$ cat config.mk
export PLATFORM = sky130hd
export DESIGN_NAME = synth_three_wire_config_loader
export DESIGN_NICKNAME = d
export VERILOG_FILES = /design/src/synth_cfg_pkg.sv /design/src/pin_sync.sv /design/src/synth_three_wire_config_loader.sv /design/src/word_latch.sv
export VERILOG_INCLUDE_DIRS = /design/src
export SDC_FILE = /design/constraint.sdc
export NUM_CORES = 1
export LEC_CHECK = 0
export ABC_CLOCK_PERIOD_IN_PS = 1900
export BUFFER_PORTS_ARGS = -buffer_cell sky130_fd_sc_hd__buf_4
export CAP_MARGIN = 10
export CELL_PAD_IN_SITES_DETAIL_PLACEMENT = 0
export CELL_PAD_IN_SITES_GLOBAL_PLACEMENT = 2
export CORE_MARGIN = 3
export CORE_UTILIZATION = 36
export CTS_CLUSTER_SIZE = 30
export DETAILED_ROUTE_END_ITERATION = 12
export PLACE_DENSITY_LB_ADDON = 0.3
export SETUP_SLACK_MARGIN = 0.05
export SYNTH_ARGS = -nofsm -noshare
export SYNTH_HDL_FRONTEND = slang
export SYNTH_SLANG_ARGS = --single-unit
$ cat constraint.sdc
create_clock -name pclk -period 1.9 [get_ports pclk]
set_input_delay 0.19 -clock pclk [delete_from_list [all_inputs] [get_ports pclk]]
set_output_delay 0.19 -clock pclk [all_outputs]
set_load 0.01 [all_outputs]
$ cat src/synth_cfg_regs.svh
// Register offsets, field positions and reset values of the loader
`ifndef SYNTH_CFG_REGS_SVH
`define SYNTH_CFG_REGS_SVH

`define CFG_WORD_BITS      24
`define OFS_CTRL           12'h000
`define OFS_STATUS         12'h004
`define OFS_LATCH0         12'h008
`define OFS_LATCH1         12'h00c
`define OFS_LATCH2         12'h010
`define OFS_LATCH3         12'h014
`define OFS_SHIFT          12'h018
`define CTRL_MUX_LSB       0
`define CTRL_MUX_MSB       1
`define CTRL_PWR_LSB       2
`define CTRL_PWR_MSB       4
`define CTRL_RESET         32'h0000001c
`define SECTION_COUNT      3
`define BIT_COUNT_MAX      5'h1f

`endif

$ cat src/synth_cfg_pkg.sv
// Types shared by the three-wire configuration loader
package synth_cfg_pkg;

  typedef enum logic [1:0] {
    LATCH_CONTROL = 2'b00,
    LATCH_RCOUNT  = 2'b01,
    LATCH_NCOUNT  = 2'b10,
    LATCH_TEST    = 2'b11
  } latch_sel_e;

  typedef enum logic [1:0] {
    MUX_LOCK    = 2'b00,
    MUX_RF_DIV  = 2'b01,
    MUX_REF_DIV = 2'b10,
    MUX_LOW     = 2'b11
  } mux_sel_e;

  typedef logic [23:0] cfg_word_t;

endpackage : synth_cfg_pkg

$ cat src/pin_sync.sv
// Three-stage pin synchroniser with agreement filter and rising-edge pulse
`timescale 1ns/1ps
module pin_sync (
  input  wire logic pclk,
  input  wire logic presetn,
  input  wire logic clk_en,
  input  wire logic pin,
  output logic      level,
  output logic      rise
);
  logic s1_q;
  logic s2_q;
  logic s3_q;
  logic level_q;
  logic rise_q;

  always_ff @(posedge pclk or negedge presetn) begin
    if (!presetn) begin
      s1_q <= 1'b0;
      s2_q <= 1'b0;
      s3_q <= 1'b0;
    end else if (clk_en) begin
      s1_q <= pin;
      s2_q <= s1_q;
      s3_q <= s2_q;
    end
  end

  // A change counts only once the last two stages agree
  always_ff @(posedge pclk or negedge presetn) begin
    if (!presetn) begin
      level_q <= 1'b0;
      rise_q  <= 1'b0;
    end else if (clk_en) begin
      if (s2_q == s3_q) begin
        level_q <= s3_q;
      end
      rise_q <= (s2_q == s3_q) && s3_q && !level_q;
    end
  end

  assign level = level_q;
  assign rise  = rise_q;

endmodule : pin_sync

$ cat src/synth_three_wire_config_loader.sv
// Three-wire configuration loader with APB status and control access
`timescale 1ns/1ps
`include "synth_cfg_regs.svh"

// Notes on behaviour
// Each serial clock rising edge shifts the data pin into a 24-bit register.
// Host sends words MSB first; last two bits are the latch select code.
// Load strobe rising copies the shift register into exactly one latch.
// Chip enable low powers down and floats the charge pump output.
// Chip enable high powers only sections that the enable bits allow.
// Status mux output drives lock detect, scaled RF or scaled reference.
// Select code 00 control, 01 R counter, 10 N counter, 11 test latch.
// Host writes R counter, then control, then N counter at power-up.
// Host never loads the test modes latch.
// Latches change only when a load strobe selects them.
module synth_three_wire_config_loader
  import synth_cfg_pkg::*;
(
  input  wire logic        pclk,
  input  wire logic        presetn,
  input  wire logic        clk_en,
  input  wire logic        psel,
  input  wire logic        penable,
  input  wire logic        pwrite,
  input  wire logic [11:0] paddr,
  input  wire logic [31:0] pwdata,
  output logic      [31:0] prdata,
  output logic             pready,
  output logic             pslverr,
  input  wire logic        serial_clock,
  input  wire logic        serial_data,
  input  wire logic        load_strobe,
  input  wire logic        chip_enable,
  input  wire logic        lock_detect_in,
  input  wire logic        rf_scaled_in,
  input  wire logic        ref_scaled_in,
  input  wire logic        pump_drive,
  output logic             charge_pump_output,
  output logic             charge_pump_oe_n,
  output logic             status_mux_output,
  output logic      [2:0]  section_power
);

  // ***************************************************
  // Pin synchronisers
  // ***************************************************
  logic sclk_lvl;
  logic sclk_rise;
  logic data_lvl;
  logic load_lvl;
  logic load_rise;
  logic ce_lvl;
  logic lock_lvl;
  logic rf_lvl;
  logic ref_lvl;

  pin_sync u_sync_sclk (.pclk(pclk), .presetn(presetn), .clk_en(clk_en), .pin(serial_clock),
                        .level(sclk_lvl), .rise(sclk_rise));
  pin_sync u_sync_data (.pclk(pclk), .presetn(presetn), .clk_en(clk_en), .pin(serial_data),
                        .level(data_lvl), .rise());
  pin_sync u_sync_load (.pclk(pclk), .presetn(presetn), .clk_en(clk_en), .pin(load_strobe),
                        .level(load_lvl), .rise(load_rise));
  pin_sync u_sync_ce   (.pclk(pclk), .presetn(presetn), .clk_en(clk_en), .pin(chip_enable),
                        .level(ce_lvl), .rise());
  pin_sync u_sync_lock (.pclk(pclk), .presetn(presetn), .clk_en(clk_en), .pin(lock_detect_in),
                        .level(lock_lvl), .rise());
  pin_sync u_sync_rf   (.pclk(pclk), .presetn(presetn), .clk_en(clk_en), .pin(rf_scaled_in),
                        .level(rf_lvl), .rise());
  pin_sync u_sync_ref  (.pclk(pclk), .presetn(presetn), .clk_en(clk_en), .pin(ref_scaled_in),
                        .level(ref_lvl), .rise());

  // ***************************************************
  // Serial shift register
  // ***************************************************
  cfg_word_t  shift_q;
  logic [4:0] bit_count_q;

  // Data and clock share the same synchroniser delay, so the data level seen
  // with the detected clock edge is the one the host set up before that edge
  always_ff @(posedge pclk or negedge presetn) begin
    if (!presetn) begin
      shift_q <= '0;
    end else if (clk_en && sclk_rise) begin
      shift_q <= {shift_q[`CFG_WORD_BITS-2:0], data_lvl};
    end
  end

  // Bits since the last load, saturating; a diagnostic for short words
  always_ff @(posedge pclk or negedge presetn) begin
    if (!presetn) begin
      bit_count_q <= '0;
    end else if (clk_en) begin
      if (load_rise) begin
        bit_count_q <= '0;
      end else if (sclk_rise && bit_count_q != `BIT_COUNT_MAX) begin
        bit_count_q <= bit_count_q + 5'h01;
      end
    end
  end

  // ***************************************************
  // Latch decode and storage
  // ***************************************************
  latch_sel_e sel_now;
  latch_sel_e last_sel_q;
  logic [3:0] load_vec;
  cfg_word_t  latch_val [4];

  assign sel_now = latch_sel_e'(shift_q[1:0]);

  always_comb begin
    load_vec = 4'h0;
    if (load_rise) begin
      case (sel_now)
        LATCH_CONTROL: load_vec = 4'h1;
        LATCH_RCOUNT:  load_vec = 4'h2;
        LATCH_NCOUNT:  load_vec = 4'h4;
        LATCH_TEST:    load_vec = 4'h8;
        default:       load_vec = 4'h0;
      endcase
    end
  end

  for (genvar i = 0; i < 4; i++) begin : g_latch
    word_latch #(.W(`CFG_WORD_BITS)) u_latch (
      .pclk    (pclk),
      .presetn (presetn),
      .clk_en  (clk_en),
      .load    (load_vec[i]),
      .d       (shift_q),
      .q       (latch_val[i])
    );
  end

  always_ff @(posedge pclk or negedge presetn) begin
    if (!presetn) begin
      last_sel_q <= LATCH_CONTROL;
    end else if (clk_en && load_rise) begin
      last_sel_q <= sel_now;
    end
  end

  // ***************************************************
  // Power, charge pump and status multiplexer
  // ***************************************************
  logic [31:0] ctrl_q;
  logic [2:0]  section_power_q;
  logic        cp_out_q;
  logic        cp_oe_n_q;
  logic        mux_out_q;
  mux_sel_e    mux_sel;

  assign mux_sel = mux_sel_e'(ctrl_q[`CTRL_MUX_MSB:`CTRL_MUX_LSB]);

  always_ff @(posedge pclk or negedge presetn) begin
    if (!presetn) begin
      section_power_q <= '0;
    end else if (clk_en) begin
      section_power_q <= ce_lvl ? ctrl_q[`CTRL_PWR_MSB:`CTRL_PWR_LSB] : 3'h0;
    end
  end

  // Section 0 is the synthesizer core; the pump floats unless it is powered
  always_ff @(posedge pclk or negedge presetn) begin
    if (!presetn) begin
      cp_out_q  <= 1'b0;
      cp_oe_n_q <= 1'b1;
    end else if (clk_en) begin
      cp_oe_n_q <= !(ce_lvl && ctrl_q[`CTRL_PWR_LSB]);
      cp_out_q  <= ce_lvl && ctrl_q[`CTRL_PWR_LSB] && pump_drive;
    end
  end

  always_ff @(posedge pclk or negedge presetn) begin
    if (!presetn) begin
      mux_out_q <= 1'b0;
    end else if (clk_en) begin
      case (mux_sel)
        MUX_LOCK:    mux_out_q <= lock_lvl;
        MUX_RF_DIV:  mux_out_q <= rf_lvl;
        MUX_REF_DIV: mux_out_q <= ref_lvl;
        MUX_LOW:     mux_out_q <= 1'b0;
        default:     mux_out_q <= 1'b0;
      endcase
    end
  end

  // ***************************************************
  // APB slave, one wait state
  // ***************************************************
  logic        pready_q;
  logic        pslverr_q;
  logic [31:0] prdata_q;
  logic [31:0] rd_mux;
  logic        addr_ok;
  logic        access;

  assign access = psel && penable;

  always_comb begin
    addr_ok = 1'b1;
    rd_mux  = 32'h0;
    case (paddr)
      `OFS_CTRL:   rd_mux = ctrl_q;
      `OFS_STATUS: rd_mux = {21'h0, section_power_q, bit_count_q, last_sel_q, ce_lvl};
      `OFS_LATCH0: rd_mux = {8'h0, latch_val[0]};
      `OFS_LATCH1: rd_mux = {8'h0, latch_val[1]};
      `OFS_LATCH2: rd_mux = {8'h0, latch_val[2]};
      `OFS_LATCH3: rd_mux = {8'h0, latch_val[3]};
      `OFS_SHIFT:  rd_mux = {8'h0, shift_q};
      default:     addr_ok = 1'b0;
    endcase
  end

  always_ff @(posedge pclk or negedge presetn) begin
    if (!presetn) begin
      pready_q  <= 1'b0;
      pslverr_q <= 1'b0;
      prdata_q  <= 32'h0;
    end else if (clk_en) begin
      pready_q  <= access && !pready_q;
      pslverr_q <= access && !pready_q && !addr_ok;
      if (access && !pready_q && !pwrite) begin
        prdata_q <= addr_ok ? rd_mux : 32'h0;
      end
    end
  end

  // Write lands at the edge where the master sees pready high
  always_ff @(posedge pclk or negedge presetn) begin
    if (!presetn) begin
      ctrl_q <= `CTRL_RESET;
    end else if (clk_en && access && pready_q && pwrite && paddr == `OFS_CTRL) begin
      ctrl_q <= {27'h0, pwdata[`CTRL_PWR_MSB:0]};
    end
  end

  assign prdata             = prdata_q;
  assign pready             = pready_q;
  assign pslverr            = pslverr_q;
  assign charge_pump_output = cp_out_q;
  assign charge_pump_oe_n   = cp_oe_n_q;
  assign status_mux_output  = mux_out_q;
  assign section_power      = section_power_q;
endmodule : synth_three_wire_config_loader

$ cat src/word_latch.sv
// Load-enabled holding register for one configuration word
`timescale 1ns/1ps
module word_latch #(
  parameter int W = 24
) (
  input  wire logic         pclk,
  input  wire logic         presetn,
  input  wire logic         clk_en,
  input  wire logic         load,
  input  wire logic [W-1:0] d,
  output logic      [W-1:0] q
);
  logic [W-1:0] q_q;

  always_ff @(posedge pclk or negedge presetn) begin
    if (!presetn) begin
      q_q <= '0;
    end else if (clk_en && load) begin
      q_q <= d;
    end
  end

  assign q = q_q;

endmodule : word_latch
==> results.sh <==
export IMPL_rsz0062_at_grt="false"
export IMPL_boundaryPins=98
export IMPL_ir_worst_vdd_v=0.000446
export IMPL_path_clk_slew_ps=70
export IMPL_synth_top_family_by_area="multiplexers"
export IMPL_die_h_um=160
export IMPL_synth_warnings=0
export IMPL_syn_area_per_cell_um2=12.7
export IMPL_setup_tns_ps=0
export IMPL_async_flop_share_pct=100
export IMPL_ys_flop_type="dfrtp_1"
export IMPL_grt_pass1_vias=5881
export IMPL_core_mm2=0.0229
export IMPL_slew_headroom_pct=63.8
export IMPL_setup_viol=0
export IMPL_postCtsSetupBuffers=0
export IMPL_min_delay_path_depth=3
export IMPL_area_delta_synth_final_pct=22.5
export IMPL_h_tree_depth=4
export IMPL_grt_pass1_wl_um=33300
export IMPL_antenna_found_initial=0
export IMPL_cp_max_fo=5
export IMPL_insertion_delay_ps=440
export IMPL_end_kind="flip-flop"
export IMPL_viasPerCell=5.17
export IMPL_wl_per_cell_um=18.8
export IMPL_fin_crit_ps=1790
export IMPL_synth_compound_area_share_pct=10.1
export IMPL_fill_cells=2093
export IMPL_crit_top_cell="buf_4"
export IMPL_gr_usage_met3_pct=3.11
export IMPL_synth_edff_count=0
export IMPL_fmax_ghz=0.559
export IMPL_first_pass_iters=5
export IMPL_initial_core_util_pct=37.1
export IMPL_grtUsageTotal_pct=16.6
export IMPL_yosysUniqueCellTypes=49
export IMPL_final_nets=827
export IMPL_first_iter_violations=284
export IMPL_die_w_um=160
export IMPL_cts_num_sinks=194
export IMPL_grtUsageMet1_pct=23.1
export IMPL_grt_max_degree=61
export IMPL_synthSimpleGateAreaFrac_pct=5.86
export IMPL_netlist_instances=667
export IMPL_maxSlewViolCount=0
export IMPL_crit_slowest_cell="or4_4"
export IMPL_cap_viol_max_count=0
export IMPL_ant_nets=0
export IMPL_r2r_cells=7
export IMPL_totalWireLength_um=20600
export IMPL_numCtsBuffers=17
export IMPL_synthMuxAreaShare_pct=22.6
export IMPL_seq_area_frac_synth_pct=57.2
export IMPL_final_hold_viol_count=0
export IMPL_stdcell_count=1091
export IMPL_critPathKind="primary input to flip-flop"
export IMPL_top_usage_layer="met2"
export IMPL_num_rows=55
export IMPL_drc_errors=0
export IMPL_crit_arrival_ps=2100
export IMPL_dp_hpwl_um=13400
export IMPL_min_path_type="primary input to flip-flop"
export IMPL_finClkSkew_ps=19.3
export IMPL_cts_tree="yes"
export IMPL_met2_usage_pct=27.1
export IMPL_power_leakage_nw=4.93
export IMPL_placed_cells=1045
export IMPL_synth_area_mm2=0.00850
export IMPL_n_antenna_cell=0
export IMPL_root_buffer="clkbuf_16"
export IMPL_gp_congestion=0.738
export IMPL_fin_crit_sh_pct=94.1
export IMPL_route_vias_total=5640
export IMPL_tightest_slew_ps=543
export IMPL_final_util_pct=45.4
export IMPL_worstPathRequired_ps=2210
export IMPL_synth_xor_area_share_pct=0.103
export IMPL_die_area_mm2=0.0255
export IMPL_outcome="complete, no violations"
export IMPL_crit_chain="buf_4 -> or4_4 -> or2_4 -> or4_1 -> buf_4 -> mux2_4"
export IMPL_grt_overflow_total=0
export IMPL_synth_seq_cells=194
export IMPL_startpoint_type="primary input"
export IMPL_drive_above_1_share_pct=38.4
export IMPL_p_per_area_mw_per_mm2=929
export IMPL_synth_fa_ha_area_share_pct=0.589
export IMPL_total_power_mw=9.67
export IMPL_clk_path_buf_depth=2
export IMPL_portBuffers=62
export IMPL_cp_slowest_stage_delay_ps=530
==> cell usage after synthesis, drive strengths merged, types with 2 or more instances <==
master | instances | area, um2
nor4b | 2 | 23.8
nor3 | 3 | 15.0
or2 | 3 | 18.8
o22ai | 9 | 56.3
nor2b | 4 | 25.0
inv | 18 | 67.6
buf | 13 | 83.8
a21oi | 10 | 50.1
a22o | 2 | 17.5
and3 | 2 | 12.5
ha | 4 | 50.1
clkbuf | 39 | 146
dfstp | 4 | 105
o21ai | 52 | 260
a211o | 4 | 35.0
or4 | 3 | 26.3
o21a | 6 | 45.0
nand2 | 38 | 143
nand3 | 6 | 30.0
or4b | 2 | 20.0
a31oi | 6 | 37.5
a32o | 2 | 20.0
nand4 | 3 | 18.8
mux2i | 29 | 290
dfrtp | 190 | 4750
a221oi | 6 | 52.6
or3 | 2 | 12.5
a32oi | 7 | 61.3
nand2b | 3 | 18.8
o2bb2ai | 10 | 87.6
and2 | 7 | 43.8
nand3b | 2 | 15.0
mux2 | 143 | 1630
nor2 | 14 | 52.6
a222oi | 11 | 110
==> worst paths after layout <==
kind / start / end / slack (ps)
hold reg to reg: u_sync_sclk.level$_DFFE_PN0P_ / u_sync_sclk.rise$_DFFE_PN0P_ / 440
hold / removal: clk_en / last_sel_q[0]$_DFFE_PN0P_ / 110
setup reg to reg: bit_count_q[0]$_DFFE_PN0P_ / bit_count_q[4]$_DFFE_PN0P_ / 130
max in group asynchronous: presetn / g_latch[1].u_latch.q[21]$_DFFE_PN0P_ / 880
setup / recovery: paddr[9] / ctrl_q[0]$_DFFE_PN0P_ / 110
min in group asynchronous: presetn / u_sync_ref.s1_q$_DFFE_PN0P_ / 320
==> registers in the layout, indices dropped and copies added, names as in the netlist, 2 cells and up <==
name / flops
last_sel_q: 2
bit_count_q: 5
section_power: 3
g_latch.u_latch.q: 96
prdata: 24
ctrl_q: 5
shift_q: 24
==> cells by family after synthesis <==
group                    Yosys count
flip-flops                       194
buffers and inverters             70
other                              1
XOR/XNOR                           1
AO/OA/AOI/OAI                    128
adder cells (fa/ha/maj)            4
multiplexers                     172
AND/OR/NAND/NOR                   97
==> cells in the final DEF, fill, tap and decap left out, types with 11 or more instances in the layout <==
master / n
mux2_2: 138
dlygate4sd3_1: 14
dfrtp_1: 189
o21ai_0: 50
buf_4: 99
a222oi_1: 11
inv_1: 18
mux2i_1: 29
clkbuf_16: 17
nand2_1: 38
nor2_1: 14
==> worst max-delay path, delay by kind of cell <==
| family | cells | cell delay, ps |
|---|---|---|
| muxes | 1 | 300 |
| buffers and inverters | 2 | 300 |
| and+or+nand+nor | 3 | 1310 |
==> routing by layer <==
layer | share of wire [%] | routed length (um)
met1 | 48 | 9860
met3 | 3.3 | 670
met5 | 0 | 0
met4 | 0.80 | 164
met2 | 48 | 9860
==> power breakdown <==
part	leakage [nW]	total, mW	internal, mW	switching, mW
Clock	0.299	3.68	2.10	1.58
Sequential	2.60	4.80	4.50	0.298
Combinational	2.03	1.20	0.609	0.587
==> repair_timing <==
| action | in CTS | in global routing |
|---|---|---|
| gates resized for setup | 1 | 5 |
| hold endpoints to repair | 66 | 0 |
| hold buffers | 14 | 0 |
| setup endpoints to repair | 2 | 7 |
==> through the flow <==
| step | hold slack (ps) | setup WS [ps] | instance area (um2) |
|---|---|---|---|
| 3_5_place_dp | 214 | -437 | 9650 |
| 5_1_grt | 116 | 66.2 | 10400 |
| 3_3_place_gp | 210 | -416 | 9650 |
| 4_1_cts | 79.9 | 75.6 | 10400 |
| 2_1_floorplan | -106 | -218 | 8540 |
| 6_report | 107 | 112 | 10400 |
==> layout make-up <==
| cell class | instances | area [um2] | area share, % |
|---|---|---|---|
| Multi-Input combinational cell | 410 | 3380 | 32.5 |
| Clock buffer | 22 | 484 | 4.65 |
| Sequential cell | 194 | 4860 | 46.7 |
| Tap cell | 313 | 392 | 3.76 |
| Inverter | 18 | 67.6 | 0.649 |
| Timing Repair Buffer | 124 | 1100 | 10.5 |
| Clock inverter | 10 | 124 | 1.19 |
No activity file was read; power rests on OpenSTA's default activity.
